[src/rtl/rtcaw_consts.vh]
// Constants for the timekeeper core: register map, field masks, timing
`ifndef RTCAW_CONSTS_VH
`define RTCAW_CONSTS_VH

// ****************************************************************
// Register offsets
// ****************************************************************
`define RTCAW_A_HUND     6'h00
`define RTCAW_A_SEC      6'h01
`define RTCAW_A_MIN      6'h02
`define RTCAW_A_AMIN     6'h03
`define RTCAW_A_HOUR     6'h04
`define RTCAW_A_AHOUR    6'h05
`define RTCAW_A_DAY      6'h06
`define RTCAW_A_ADAY     6'h07
`define RTCAW_A_DATE     6'h08
`define RTCAW_A_MONTH    6'h09
`define RTCAW_A_YEAR     6'h0a
`define RTCAW_A_CMD      6'h0b
`define RTCAW_A_WDLO     6'h0c
`define RTCAW_A_WDHI     6'h0d

// ****************************************************************
// Register bit masks: readable bits, stored month number bits, writable command bits
// ****************************************************************
`define RTCAW_M_SEC      8'h7f
`define RTCAW_M_MIN      8'h7f
`define RTCAW_M_HOUR     8'h7f
`define RTCAW_M_DAY      8'h07
`define RTCAW_M_ADAY     8'h87
`define RTCAW_M_DATE     8'h3f
`define RTCAW_M_MONTH    8'hdf
`define RTCAW_M_MONNUM   8'h1f
`define RTCAW_M_CMDWR    8'hfc

// ****************************************************************
// Field positions
// ****************************************************************
`define RTCAW_B_OSC_STOP 7
`define RTCAW_B_WAVE_OFF 6
`define RTCAW_B_H12      6
`define RTCAW_B_PM       5
`define RTCAW_B_AMASK    7
`define RTCAW_B_XFER     7
`define RTCAW_B_WDMASK   3
`define RTCAW_B_TDM      2
`define RTCAW_WAVE_BIT   1

// ****************************************************************
// Calendar limits and reset values (BCD)
// ****************************************************************
`define RTCAW_HUND_LAST  8'h99
`define RTCAW_HUND_PRE   8'h98
`define RTCAW_SEC_LAST   8'h59
`define RTCAW_H24_LAST   8'h23
`define RTCAW_H12_NOON   5'h12
`define RTCAW_H12_ELEVEN 5'h11
`define RTCAW_H12_ONE    5'h01
`define RTCAW_DAY_LAST   8'h07
`define RTCAW_MON_LAST   8'h12
`define RTCAW_ZERO       8'h00
`define RTCAW_ONE        8'h01
`define RTCAW_RST_MONTH  8'h81
`define RTCAW_RST_CMD    8'h80
// Idle pin levels: strobes high, the rest low, so reset makes no edge
`define RTCAW_PIN_IDLE   19'h1c000

// ****************************************************************
// Hundredths divider
// ****************************************************************
`define RTCAW_DIV_LONG   6'd41
`define RTCAW_DIV_SHORT  6'd40
`define RTCAW_DIV_STEPS  5'd25

`endif

[src/rtl/rtcaw_core.v]
// Timekeeper core: hundredths divider, calendar, alarm, watchdog, host bus
// How it works
// - Oscillator divided 41 for 24 periods then 40 once, 100 Hz ticks
// - Time registers hold BCD; unused bits read zero
// - Months bit 7 set stops the oscillator
// - Months bit 6 clear drives 1024 Hz square wave, set floats it
// - Hours bit 6 selects 12-hour counting when one
// - Hours bit 5 is PM in 12-hour mode, tens bit in 24-hour
// - Visible time refreshed each hundredth unless frozen or oscillator off
// - Transfer enable low freezes visible copy; internal counters keep going
// - Seconds onward step at hundredths 99, copied out at 99 to 00
// - Alarm day bits 3 to 6 read zero
// - Bit 7 of alarm registers is a mask bit
// - Unmasked alarm needs minutes, hours and day all to match
// - Masks give daily, hourly, or every-minute alarms
// - Any alarm register access clears alarm flag and interrupt
// - Watchdog period is BCD up to 99.99 s, either access order
// - Watchdog register access reloads count, clears flag and interrupt
// - Watchdog counts down to zero, flags, reloads and repeats
// - Watchdog registers read back the stored period only
// - Zero period disables the watchdog
// - Host access ignored while supply below trip point
// - Read-only alarm and watchdog flags in command bits 0 and 1
// - Mask bits 3 and 2 gate interrupt outputs, not flags
`timescale 1ns/1ps
`include "rtcaw_consts.vh"
`default_nettype none

module rtcaw_core (
  input  wire       clk,                           // 10 MHz system clock
  input  wire       sys_rst,                       // Sync reset, active high
  input  wire       osc_in,                        // 4096 Hz oscillator pin
  input  wire       vcc_below_supply_trip_point,   // Main supply low
  input  wire       ce_n,                          // Chip enable, low
  input  wire       oe_n,                          // Output enable, low
  input  wire       we_n,                          // Write enable, low
  input  wire [5:0] addr,                          // Register address
  input  wire [7:0] dq_in,                         // Data pin input
  output reg  [7:0] dq_out,                        // Data pin output
  output wire       dq_oe,                         // Data pin drive enable
  output reg        square_wave_out,               // 1024 Hz output
  output reg        square_wave_oe,                // Square wave drive
  output reg        alarm_irq,                     // Alarm interrupt, high
  output reg        watchdog_irq                   // Watchdog irq, high
);

  localparam PW = 19;

  // ****************************************************************
  // Helper functions
  // ****************************************************************

  // Per-bit filter: take new level once stages two and three agree
  function [PW-1:0] agree;
    input [PW-1:0] s2;
    input [PW-1:0] s3;
    input [PW-1:0] f;
    begin
      agree = (~(s2 ^ s3) & s3) | ((s2 ^ s3) & f);
    end
  endfunction

  // BCD increment with wrap; bit 8 flags the wrap
  function [8:0] bcd_inc;
    input [7:0] v;
    input [7:0] lo;
    input [7:0] hi;
    begin
      if (v >= hi)
        bcd_inc = {1'b1, lo};
      else if (v[3:0] == 4'h9)
        bcd_inc = {1'b0, v[7:4] + 4'h1, 4'h0};
      else
        bcd_inc = {1'b0, v[7:4], v[3:0] + 4'h1};
    end
  endfunction

  // Hours step in either format; bit 8 flags the day carry
  function [8:0] hour_inc;
    input [7:0] v;
    reg   [8:0] t;
    begin
      t = 9'h000;
      if (v[`RTCAW_B_H12]) begin
        if (v[4:0] == `RTCAW_H12_NOON)
          hour_inc = {1'b0, v[7:5], `RTCAW_H12_ONE};
        else if (v[4:0] == `RTCAW_H12_ELEVEN)
          hour_inc = {v[`RTCAW_B_PM], v[7:6], ~v[`RTCAW_B_PM],
                      `RTCAW_H12_NOON};
        else begin
          t = bcd_inc({3'b000, v[4:0]}, `RTCAW_ONE, `RTCAW_HUND_LAST);
          hour_inc = {1'b0, v[7:5], t[4:0]};
        end
      end else begin
        t = bcd_inc({2'b00, v[5:0]}, `RTCAW_ZERO, `RTCAW_H24_LAST);
        hour_inc = {t[8], v[7:6], t[5:0]};
      end
    end
  endfunction

  // Last date of a month, with leap years from the BCD year
  function [7:0] last_date;
    input [7:0] mon;
    input [7:0] yr;
    reg         leap;
    begin
      leap = yr[4] ? (yr[3:0] == 4'h2 || yr[3:0] == 4'h6)
                   : (yr[3:0] == 4'h0 || yr[3:0] == 4'h4 ||
                      yr[3:0] == 4'h8);
      case (mon[4:0])
        5'h02:   last_date = leap ? 8'h29 : 8'h28;
        5'h04,
        5'h06,
        5'h09,
        5'h11:   last_date = 8'h30;
        default: last_date = 8'h31;
      endcase
    end
  endfunction

  // Four-digit BCD decrement
  function [15:0] bcd_dec;
    input [15:0] v;
    integer      i;
    reg          b;
    begin
      b = 1'b1;
      bcd_dec = v;
      for (i = 0; i < 4; i = i + 1) begin
        if (b) begin
          if (v[i*4 +: 4] == 4'h0)
            bcd_dec[i*4 +: 4] = 4'h9;
          else begin
            bcd_dec[i*4 +: 4] = v[i*4 +: 4] - 4'h1;
            b = 1'b0;
          end
        end
      end
    end
  endfunction

  // ****************************************************************
  // Pin synchronisers
  // ****************************************************************
  wire [PW-1:0] pins = {osc_in, vcc_below_supply_trip_point, ce_n, oe_n,
                        we_n, addr, dq_in};
  reg  [PW-1:0] sync1;
  reg  [PW-1:0] sync2;
  reg  [PW-1:0] sync3;
  reg  [PW-1:0] filt;

  // Three stages, then accept a level once the last two agree
  // All stages reset to idle levels, so no false strobe follows reset
  always @(posedge clk) begin
    if (sys_rst) begin
      sync1 <= `RTCAW_PIN_IDLE;
      sync2 <= `RTCAW_PIN_IDLE;
      sync3 <= `RTCAW_PIN_IDLE;
      filt  <= `RTCAW_PIN_IDLE;
    end else begin
      sync1 <= pins;
      sync2 <= sync1;
      sync3 <= sync2;
      filt  <= agree(sync2, sync3, filt);
    end
  end

  wire       f_osc   = filt[18];
  wire       f_below = filt[17];
  wire       f_ce_n  = filt[16];
  wire       f_oe_n  = filt[15];
  wire       f_we_n  = filt[14];
  wire [5:0] f_addr  = filt[13:8];
  wire [7:0] f_dq    = filt[7:0];

  // Bus decode; nothing is seen while the supply is low
  wire acc    = ~f_ce_n & (~f_we_n | ~f_oe_n) & ~f_below;
  wire wr     = ~f_ce_n & ~f_we_n & ~f_below;
  assign dq_oe = ~f_ce_n & ~f_oe_n & f_we_n & ~f_below;

  // ****************************************************************
  // Register state
  // ****************************************************************
  reg  [7:0]  vis_hund, vis_sec, vis_min, vis_hour;
  reg  [7:0]  vis_day, vis_date, vis_month, vis_year;
  reg  [7:0]  int_hund, int_sec, int_min, int_hour;
  reg  [7:0]  int_day, int_date, int_month, int_year;
  reg  [7:0]  alm_min, alm_hour, alm_day;
  reg  [7:0]  wd_lo, wd_hi;
  reg  [15:0] wd_cnt;
  reg  [7:0]  cmd;
  reg         alarm_match_flag;
  reg         watchdog_expiry_flag;
  reg         osc_q, acc_q, wr_q;
  reg  [5:0]  addr_q;
  reg  [7:0]  dq_q;
  reg  [5:0]  div_cnt;
  reg  [4:0]  div_step;
  reg  [1:0]  wave_div;

  wire oscillator_stop     = vis_month[`RTCAW_B_OSC_STOP];
  wire transfer_enable_bit = cmd[`RTCAW_B_XFER];
  wire watchdog_interrupt_mask = cmd[`RTCAW_B_WDMASK];
  wire alarm_interrupt_mask    = cmd[`RTCAW_B_TDM];

  // Oscillator edge, gated by the stop bit
  wire osc_tick = f_osc & ~osc_q & ~oscillator_stop;

  // Divider: last of the 25 steps is one cycle shorter
  wire [5:0] div_len = (div_step == `RTCAW_DIV_STEPS - 5'd1) ?
                       `RTCAW_DIV_SHORT : `RTCAW_DIV_LONG;
  wire hund_tick = osc_tick & (div_cnt == div_len - 6'd1);

  // ****************************************************************
  // Next calendar values
  // ****************************************************************
  wire [8:0]  n_hund  = bcd_inc(int_hund, `RTCAW_ZERO, `RTCAW_HUND_LAST);
  wire [8:0]  n_sec   = bcd_inc(int_sec, `RTCAW_ZERO, `RTCAW_SEC_LAST);
  wire [8:0]  n_min   = bcd_inc(int_min, `RTCAW_ZERO, `RTCAW_SEC_LAST);
  wire [8:0]  n_hour  = hour_inc(int_hour);
  wire [8:0]  n_day   = bcd_inc(int_day, `RTCAW_ONE, `RTCAW_DAY_LAST);
  wire [8:0]  n_date  = bcd_inc(int_date, `RTCAW_ONE,
                                last_date(int_month, int_year));
  wire [8:0]  n_month = bcd_inc(int_month, `RTCAW_ONE, `RTCAW_MON_LAST);
  wire [8:0]  n_year  = bcd_inc(int_year, `RTCAW_ZERO, `RTCAW_HUND_LAST);
  wire        step_up = hund_tick & (int_hund == `RTCAW_HUND_PRE);
  wire        wrap    = hund_tick & (int_hund == `RTCAW_HUND_LAST);
  wire        c_min   = n_sec[8];
  wire        c_hour  = c_min & n_min[8];
  wire        c_day   = c_hour & n_hour[8];
  wire        c_month = c_day & n_date[8];
  wire        c_year  = c_month & n_month[8];
  wire [7:0]  nx_min  = c_min ? n_min[7:0] : int_min;
  wire [7:0]  nx_hour = c_hour ? n_hour[7:0] : int_hour;
  wire [7:0]  nx_day  = c_day ? n_day[7:0] : int_day;

  // Alarm check at the minute boundary; masks widen the match
  wire alarm_hit = step_up & c_min &
    (alm_min[`RTCAW_B_AMASK]  | (nx_min  == alm_min))  &
    (alm_hour[`RTCAW_B_AMASK] | (nx_hour == alm_hour)) &
    (alm_day[`RTCAW_B_AMASK]  | (nx_day  == (alm_day & `RTCAW_M_DAY)));

  // Watchdog period and expiry
  wire [15:0] wd_period = {wd_hi, wd_lo};
  wire        wd_on     = (wd_period != 16'h0000);
  wire        wd_expire = hund_tick & wd_on &
                          (wd_cnt <= 16'h0001);

  // Access start and write completion
  wire acc_start = acc & ~acc_q;
  wire wr_done   = wr_q & ~wr & ~f_below;
  wire alm_sel   = (f_addr == `RTCAW_A_AMIN) | (f_addr == `RTCAW_A_AHOUR) |
                   (f_addr == `RTCAW_A_ADAY);
  wire wd_sel    = (f_addr == `RTCAW_A_WDLO) | (f_addr == `RTCAW_A_WDHI);
  wire wd_wsel   = (addr_q == `RTCAW_A_WDLO) | (addr_q == `RTCAW_A_WDHI);

  // ****************************************************************
  // Read data
  // ****************************************************************
  reg [7:0] next_dq;

  // Unused bits are masked here as well as on host writes to storage
  always @* begin
    case (f_addr)
      `RTCAW_A_HUND:  next_dq = vis_hund;
      `RTCAW_A_SEC:   next_dq = vis_sec & `RTCAW_M_SEC;
      `RTCAW_A_MIN:   next_dq = vis_min & `RTCAW_M_MIN;
      `RTCAW_A_AMIN:  next_dq = alm_min;
      `RTCAW_A_HOUR:  next_dq = vis_hour & `RTCAW_M_HOUR;
      `RTCAW_A_AHOUR: next_dq = alm_hour;
      `RTCAW_A_DAY:   next_dq = vis_day & `RTCAW_M_DAY;
      `RTCAW_A_ADAY:  next_dq = alm_day & `RTCAW_M_ADAY;
      `RTCAW_A_DATE:  next_dq = vis_date & `RTCAW_M_DATE;
      `RTCAW_A_MONTH: next_dq = vis_month & `RTCAW_M_MONTH;
      `RTCAW_A_YEAR:  next_dq = vis_year;
      `RTCAW_A_CMD:   next_dq = {cmd[7:2], watchdog_expiry_flag,
                                 alarm_match_flag};
      `RTCAW_A_WDLO:  next_dq = wd_lo;
      `RTCAW_A_WDHI:  next_dq = wd_hi;
      default:        next_dq = 8'h00;
    endcase
  end

  // ****************************************************************
  // Main state
  // ****************************************************************

  // Counters first, host writes after them so a write beats the counters the same cycle
  always @(posedge clk) begin
    if (sys_rst) begin
      {vis_hund, vis_sec, vis_min, vis_hour} <= 32'h0000_0000;
      {int_hund, int_sec, int_min, int_hour} <= 32'h0000_0000;
      vis_day   <= `RTCAW_ONE;
      vis_date  <= `RTCAW_ONE;
      vis_month <= `RTCAW_RST_MONTH;
      vis_year  <= `RTCAW_ZERO;
      int_day   <= `RTCAW_ONE;
      int_date  <= `RTCAW_ONE;
      int_month <= `RTCAW_ONE;
      int_year  <= `RTCAW_ZERO;
      {alm_min, alm_hour, alm_day} <= 24'h000000;
      {wd_lo, wd_hi} <= 16'h0000;
      wd_cnt    <= 16'h0000;
      cmd       <= `RTCAW_RST_CMD;
      alarm_match_flag     <= 1'b0;
      watchdog_expiry_flag <= 1'b0;
      {osc_q, acc_q, wr_q} <= 3'b000;
      addr_q    <= 6'h00;
      dq_q      <= 8'h00;
      div_cnt   <= 6'd0;
      div_step  <= 5'd0;
      wave_div  <= 2'b00;
      dq_out    <= 8'h00;
      square_wave_out <= 1'b0;
      square_wave_oe  <= 1'b0;
      alarm_irq       <= 1'b0;
      watchdog_irq    <= 1'b0;
    end else begin
      osc_q  <= f_osc;
      acc_q  <= acc;
      wr_q   <= wr;
      addr_q <= f_addr;
      dq_q   <= f_dq;
      dq_out <= next_dq;

      // Fractional divider and square-wave prescaler
      if (osc_tick) begin
        wave_div <= wave_div + 2'b01;
        if (div_cnt == div_len - 6'd1) begin
          div_cnt  <= 6'd0;
          div_step <= (div_step == `RTCAW_DIV_STEPS - 5'd1) ?
                      5'd0 : div_step + 5'd1;
        end else
          div_cnt <= div_cnt + 6'd1;
      end
      square_wave_out <= wave_div[`RTCAW_WAVE_BIT];
      square_wave_oe  <= ~vis_month[`RTCAW_B_WAVE_OFF];

      // Internal counters always run while the oscillator does
      if (hund_tick)
        int_hund <= n_hund[7:0];
      if (step_up) begin
        int_sec  <= n_sec[7:0];
        int_min  <= nx_min;
        int_hour <= nx_hour;
        int_day  <= nx_day;
        if (c_day)
          int_date <= n_date[7:0];
        if (c_month)
          int_month <= n_month[7:0];
        if (c_year)
          int_year <= n_year[7:0];
      end

      // Visible copy: hundredths each tick, the rest on the wrap
      if (hund_tick & transfer_enable_bit) begin
        vis_hund <= n_hund[7:0];
        if (wrap) begin
          vis_sec   <= int_sec;
          vis_min   <= int_min;
          vis_hour  <= int_hour;
          vis_day   <= int_day;
          vis_date  <= int_date;
          vis_month <= {vis_month[7:6], int_month[5:0]};
          vis_year  <= int_year;
        end
      end

      // Watchdog countdown with repeating reload
      if (hund_tick & wd_on) begin
        if (wd_expire)
          wd_cnt <= wd_period;
        else
          wd_cnt <= bcd_dec(wd_cnt);
      end

      // Access start clears flags and restarts the watchdog
      if (acc_start & alm_sel)
        alarm_match_flag <= 1'b0;
      if (acc_start & wd_sel) begin
        watchdog_expiry_flag <= 1'b0;
        wd_cnt <= wd_period;
      end

      // Host writes land in both copies so time is not lost
      if (wr_done) begin
        case (addr_q)
          `RTCAW_A_HUND: begin
            vis_hund <= dq_q;
            int_hund <= dq_q;
          end
          `RTCAW_A_SEC: begin
            vis_sec <= dq_q & `RTCAW_M_SEC;
            int_sec <= dq_q & `RTCAW_M_SEC;
          end
          `RTCAW_A_MIN: begin
            vis_min <= dq_q & `RTCAW_M_MIN;
            int_min <= dq_q & `RTCAW_M_MIN;
          end
          `RTCAW_A_HOUR: begin
            vis_hour <= dq_q & `RTCAW_M_HOUR;
            int_hour <= dq_q & `RTCAW_M_HOUR;
          end
          `RTCAW_A_DAY: begin
            vis_day <= dq_q & `RTCAW_M_DAY;
            int_day <= dq_q & `RTCAW_M_DAY;
          end
          `RTCAW_A_DATE: begin
            vis_date <= dq_q & `RTCAW_M_DATE;
            int_date <= dq_q & `RTCAW_M_DATE;
          end
          `RTCAW_A_MONTH: begin
            vis_month <= dq_q & `RTCAW_M_MONTH;
            int_month <= dq_q & `RTCAW_M_MONNUM;
          end
          `RTCAW_A_YEAR: begin
            vis_year <= dq_q;
            int_year <= dq_q;
          end
          `RTCAW_A_AMIN:  alm_min  <= dq_q;
          `RTCAW_A_AHOUR: alm_hour <= dq_q;
          `RTCAW_A_ADAY:  alm_day  <= dq_q & `RTCAW_M_ADAY;
          `RTCAW_A_CMD:
            cmd <= {dq_q[7:2], 2'b00};
          `RTCAW_A_WDLO: begin
            wd_lo  <= dq_q;
            wd_cnt <= {wd_hi, dq_q};
          end
          `RTCAW_A_WDHI: begin
            wd_hi  <= dq_q;
            wd_cnt <= {dq_q, wd_lo};
          end
          default: ;
        endcase
        if (wd_wsel)
          watchdog_expiry_flag <= 1'b0;
      end

      // Flag sets come last so a set beats a clear in one cycle
      if (alarm_hit)
        alarm_match_flag <= 1'b1;
      if (wd_expire)
        watchdog_expiry_flag <= 1'b1;

      // Masks only gate the outputs
      alarm_irq    <= alarm_match_flag & ~alarm_interrupt_mask;
      watchdog_irq <= watchdog_expiry_flag &
                      ~watchdog_interrupt_mask;
    end
  end

endmodule

`default_nettype wire

[config.mk]
export PLATFORM = sky130hd
export DESIGN_NAME = rtcaw_core
export DESIGN_NICKNAME = d
export VERILOG_FILES = /design/src/rtl/rtcaw_core.v
export VERILOG_INCLUDE_DIRS = /design/src /design/src/rtl
export SDC_FILE = /design/constraint.sdc
export NUM_CORES = 1
export LEC_CHECK = 0
export BUFFER_PORTS_ARGS = -buffer_cell sky130_fd_sc_hd__buf_2
export CORE_MARGIN = 1
export CORE_UTILIZATION = 45
export DETAILED_ROUTE_END_ITERATION = 8
export MAX_ROUTING_LAYER = met4
export PLACE_DENSITY = 0.63
export SKIP_CTS_REPAIR_TIMING = 1
export SYNTH_ARGS = -nofsm -noshare
export SYNTH_HDL_FRONTEND = slang
export SYNTH_SLANG_ARGS = --single-unit
[constraint.sdc]
create_clock -name clk -period 5 [get_ports clk]
set_clock_uncertainty 0.15 [all_clocks]
set_input_delay 0.75 -clock clk [delete_from_list [all_inputs] [get_ports clk]]
set_output_delay 0.75 -clock clk [all_outputs]
set_load 0.02 [all_outputs]
==> flow_summary.ini, run 1 <==
[run_status]
status = complete, but fails checks
failed_checks = DRC

[timing]
finalHoldViolations = 0
whs_ps = 253
clock.fmax_mhz = 251
tightest_slew_ps = 1160
fin_setup_tns_ps = 0
final.min_clock_period_ps = 3980
drv_slew = 0
min_period_over_period = 0.796
rsz0062_at_grt = no
setup_viol = 0
max-slew-margin-rel = 0.219

[critical_path]
slowest_stage = dfxtp_1
critPathBufInv = 0
worstSetupEndpointType = flop
cpLargestDelayFamily = simple AND/OR/NAND/NOR gates
crit_fanout = 20
r2r_end = int_year[1]$_SDFF_PP0_
critPathArrivalTime_ps = 4280
worstReg2RegStart = int_hour[0]$_SDFF_PP0_
crit_chain = a2111oi_0 -> nor2_1 -> o211ai_1 -> or2_1 -> nor3_4 -> nand2b_2 -> or4b_1 -> a31oi_1
r2r_slack_ps = 1020
startpoint_type = flop
cp.required_ps = 5300
worstSetupPathType = reg -> reg
worst_path_largest_cell_delay_ps = 700
reg2regPathDepth = 8

[synthesis]
yosysTopAreaCell = dfxtp_1
ys_seq_area_frac = 0.416
synth.top_cell.area_share = 0.416
syn_inst = 1739
synth_most_common_cell = dfxtp_1
synth_warnings = 0
synth_edf_count = 0
ys_seq_elements = 294
synth_nets = 1787
async_reset_ff_frac = 0
synthTopCellsByCount = dfxtp_1, nand2_1, nor2_1, o21ai_0, a21oi_1
ys_types = 80
ys.flop_type = dfxtp_1
ys_top_cells_by_area = dfxtp_1, nand2_1, o21ai_0
synth_area_per_cell_sq_um = 8.14
syn_area_sq_um = 14100

[cts]
cts_root_buf = clkbuf_16
cts_sinks = 294
numCtsBuffers = 35
clkLatencyLatePin_ps = 530
cts_tree = built
clk_pin_slew_worst_paths_ps = 60
cts_buffer_depth = 3
htreeDepth = 2

[detailed_routing]
drt_first_pass_iters = 9
avgViaCountPerCell = 6.01
vias = 12810
drt_wl_total_um = 40800
drc = 6
post_drt_wl_per_cell_um = 19.2
drt-initial-drc-count = 1525
ant_nets = 0

[pwr]
irDropWorstVdd_mv = 0.340
leakage_nw = 5.49
power_density_nw_per_um2 = 324

[global_routing]
grt_pass1_vias = 11730
grt_pass1_wl_um = 64400
grt_usage = 0.262
grt_max_degree = 130
grt_overflow_total = 0
antenna_found_initial = 0

[flow_run]
drv_cap = 0

[floorplanning]
die_w_um = 179
initial_core_util = 0.460
ios = 34
coreArea_sq_um = 30700
num_rows = 64
die_area_sq_um = 32200
die_h_um = 179

[final_layout]
nets = 1759
multiInputGateArea_sq_um = 7690
syn_to_final_growth_pct = 10.9
regArea_sq_um = 5890
antenna_cells = 0
drive_gt1_frac = 0.0842
n_fill_cell = 2935

[min_path]
hold_depth = 2
hp-class = in -> reg
hold_start = oe_n
hold_end = sync1[15]$_SDFF_PP1_

[placed_design]
routabilityCongestion = 0.925
portBuffers = 33
post-dp-hpwl_um = 27300
## sequential cells by signal, summed over array words and instances, names as in the netlist, 16 cells and up
name    count
filt       19
sync3      19
wd_cnt     16
sync2      19
sync1      19
## cell type report
| class | instances | area share |
|---|---|---|
| multi-input cells | 1297 | 0.490 |
| flip-flops and latches | 294 | 0.375 |
| clock buffers | 47 | 0.0625 |
| well taps | 396 | 0.0316 |
| repair buffers | 50 | 0.0199 |
| clock inverters | 13 | 0.0128 |
| inverters | 33 | 0.00790 |
## kinds of logic after synthesis
group	share of synthesized area
multiplexers	0.0491
AO/OA/AOI/OAI	0.206
adder cells (fa/ha/maj)	0.0239
AND/OR/NAND/NOR	0.243
buffers and inverters	0.0406
flip-flops	0.416
XOR/XNOR	0.0210
## layer usage
layer | share of wire | vias to the layer above | routed length (um) | GRT usage
li1 | - | 6180 | - | -
met1 | 0.44 | 6064 | 18100 | 0.349
met2 | 0.46 | 496 | 18800 | 0.413
met3 | 0.072 | 70 | 2950 | 0.0344
met4 | 0.025 | 0 | 1040 | 0.0777
met5 | 0 | - | 0 | -
## worst max-delay path by stage
stage,startpoint,to,cells past startpoint
after detailed placement,int_hour[0]$_SDFF_PP0_,int_year[1]$_SDFF_PP0_,8
after CTS,int_hour[0]$_SDFF_PP0_,int_year[1]$_SDFF_PP0_,8
after global routing,int_hour[5]$_SDFF_PP0_,int_year[3]$_SDFF_PP0_,10
after floorplan,int_year[1]$_SDFF_PP0_,int_date[2]$_SDFF_PP0_,16
after global placement,int_hour[0]$_SDFF_PP0_,int_year[1]$_SDFF_PP0_,8
final,int_hour[0]$_SDFF_PP0_,int_year[1]$_SDFF_PP0_,8
## power breakdown
group	internal [W]	switching (W)	total [W]
Sequential	0.00236	0.00000954	0.00237
Combinational	0.0000284	0.0000565	0.0000849
Clock	0.00160	0.00103	0.00262
Total	0.00399	0.00109	0.00508
## metrics by stage
| step | instance area [sq um] | util | total power (W) | instances | setup slack (ps) |
|---|---|---|---|---|---|
| 5_1_grt | 15700 | 0.510 | 0.00522 | 2130 | 576 |
| 4_1_cts | 15700 | 0.510 | 0.00512 | 2130 | 1140 |
| 3_3_place_gp | 14500 | 0.472 | 0.00251 | 2070 | 1200 |
| 3_5_place_dp | 14500 | 0.472 | 0.00251 | 2070 | 1130 |
| 2_1_floorplan | 14100 | - | 0.00248 | 1739 | 1670 |
| 6_report | 15700 | 0.510 | 0.00508 | 2130 | 1020 |
## placed cells by master (no fill, tap or decap), drive strengths merged, types with 18 or more instances in the layout
cell type / Yosys / final
dfxtp: 294 / 294
nand2: 266 / 266
nor2: 156 / 156
o21ai: 131 / 131
a21oi: 120 / 120
nor2b: 76 / 76
a31oi: 58 / 58
buf: 16 / 50
mux2i: 49 / 49
clkbuf: 99 / 47
nand3: 37 / 37
inv: 33 / 36
nor3: 34 / 34
ha: 27 / 27
nor4: 21 / 21
xor2: 18 / 18
## worst register-to-register path, stage by stage (launching register included)
cell and delay, ps:
dfxtp_1 700, a2111oi_0 280, nor2_1 500, o211ai_1 500, or2_1 580, nor3_4 430, nand2b_2 140, or4b_1 470
a31oi_1 170
(Power assumes the default switching activity.)
==> run 2, diff against run 1 <==
Settings changed: ABC_AREA from default to 1.
Clock period 5 ns to 4 ns, I/O delays scaled along.
==> flow_summary.ini, run 2 <==
[detailed_routing]
vias = 14052
post_drt_wl_per_cell_um = 17.9
drc = 0
ant_nets = 0
drt_first_pass_iters = 5
avgViaCountPerCell = 5.49
drt_wl_total_um = 45800
drt-initial-drc-count = 1138

[global_routing]
grt_pass1_vias = 13118
grt_overflow_total = 0
grt_pass1_wl_um = 71900
antenna_found_initial = 0
grt_max_degree = 93
grt_usage = 0.288

[critical_path]
cp.required_ps = 4310
worstSetupEndpointType = flop
crit_fanout = 33
critPathBufInv = 3
critPathArrivalTime_ps = 3450
startpoint_type = flop
cpLargestDelayFamily = simple AND/OR/NAND/NOR gates
slowest_stage = nand2_2
worst_path_largest_cell_delay_ps = 470
crit_chain = inv_1 -> ha_1 -> nand4_1 -> nand2_1 -> o211ai_2 -> nor2_4 -> nand2_2 -> inv_2 -> nand2_2 -> o21ai_0 -> o22ai_1 -> inv_1
worstSetupPathType = reg -> reg

[synthesis]
ys_seq_elements = 294
syn_area_sq_um = 14400
async_reset_ff_frac = 0
synth_area_per_cell_sq_um = 6.85
synth.top_cell.area_share = 0.409
ys_types = 57
ys_top_cells_by_area = dfxtp_1, nand2_1, inv_1
synth_nets = 2148
synth_warnings = 0
synth_edf_count = 0
ys_seq_area_frac = 0.409
synthTopCellsByCount = nand2_1, inv_1, dfxtp_1, nor2_1, a21oi_1
yosysTopAreaCell = dfxtp_1
syn_inst = 2100
synth_most_common_cell = nand2_1
ys.flop_type = dfxtp_1

[timing]
min_period_over_period = 0.786
final.min_clock_period_ps = 3140
setup_viol = 0
clock.fmax_mhz = 318
max-slew-margin-rel = 0.399
fin_setup_tns_ps = 0
tightest_slew_ps = 895
drv_slew = 0
rsz0062_at_grt = no
finalHoldViolations = 0

[cts]
numCtsBuffers = 34
cts_buffer_depth = 3
clk_pin_slew_worst_paths_ps = 60
htreeDepth = 2
cts_tree = built
cts_root_buf = clkbuf_16
cts_sinks = 294
clkLatencyLatePin_ps = 520

[final_layout]
syn_to_final_growth_pct = 12.7
final_cell_mix = nand2_1, inv_1, dfxtp_1
drive_gt1_frac = 0.0825
final_util = 0.515
nets = 2180
antenna_cells = 0
layout_commonest_cell = nand2_1
n_fill_cell = 3171

[floorplanning]
num_rows = 65
ios = 34
die_w_um = 181
die_h_um = 181
coreArea_sq_um = 31500
die_area_sq_um = 32700
initial_core_util = 0.457

[pwr]
p_seq_frac = 0.456
p_switching_w = 0.00135
power_density_nw_per_um2 = 400
irDropWorstVdd_mv = 0.333
p_clk_frac = 0.527
p_int_w = 0.00514
leakage_nw = 7.12
swShare = 0.208
combPwrFrac = 0.017

[placed_design]
post-dp-hpwl_um = 33900
routabilityCongestion = 1.02
portBuffers = 33

[min_path]
hp-class = in -> reg

[flow_run]
drv_cap = 0

[run_status]
status = complete, no violations
[run 2: stage by stage]
stage / setup WS, ps / cell area (sq um) / hold slack [ps] / total power, W / std cells
2_1_floorplan: 1580 / 14400 / 238 / 0.00310 / 2100
3_3_place_gp: 948 / 15000 / 238 / 0.00313 / 2498
3_5_place_dp: 929 / 15000 / 243 / 0.00314 / 2498
4_1_cts: 892 / 16200 / 95.0 / 0.00653 / 2560
5_1_grt: 632 / 16200 / 97.8 / 0.00667 / 2560
6_report: 857 / 16200 / 104 / 0.00649 / 2560
[run 2: layout make-up]
type                       instances  area, sq um  area share
clock buffer                      48         1000      0.0620
clock inverter                    14          253      0.0156
inverter                         353         1340      0.0827
multi-input combinational       1400         6940       0.428
sequential                       294         5890       0.363
tap                              402          503      0.0310
timing repair buffer              49          288      0.0178
[run 2: power by group through the flow]
| stage | clock network, W | logic, W | registers [W] |
|---|---|---|---|
| after floorplan | 0 | 0.0000718 | 0.00302 |
| after global placement | 0 | 0.000106 | 0.00303 |
| after detailed placement | 0 | 0.000109 | 0.00303 |
| after CTS | 0.00346 | 0.000109 | 0.00296 |
| after global routing | 0.00359 | 0.000123 | 0.00296 |
| final | 0.00342 | 0.000109 | 0.00296 |
[run 2: cell families after synthesis]
| logic type | after synthesis | synth area share |
|---|---|---|
| compound gates | 498 | 0.193 |
| xor+xnor | 14 | 0.00852 |
| fa+ha+maj | 27 | 0.0235 |
| buf+inv | 406 | 0.109 |
| flops | 294 | 0.409 |
| simple gates | 861 | 0.257 |
[run 2: routing by layer]
layer	track usage	up-vias	wire length [um]
li1	-	6909	-
met4	0.116	0	1830
met5	-	-	0
met1	0.364	6520	19700
met2	0.464	523	20900
met3	0.0391	100	3390
[run 2: path summary, 6_finish.rpt]
kind                       startpoint                     to  slack, ps  depth (start not counted)
min reg2reg      sync1[17]$_SDFF_PP0_   sync2[17]$_SDFF_PP0_        250                          2
max reg2reg  div_step[0]$_SDFFE_PP0P_  vis_min[1]$_SDFF_PP0_        860                         12
min                              oe_n   sync1[15]$_SDFF_PP1_        100                          2
max          div_step[0]$_SDFFE_PP0P_  vis_min[1]$_SDFF_PP0_        860                         12
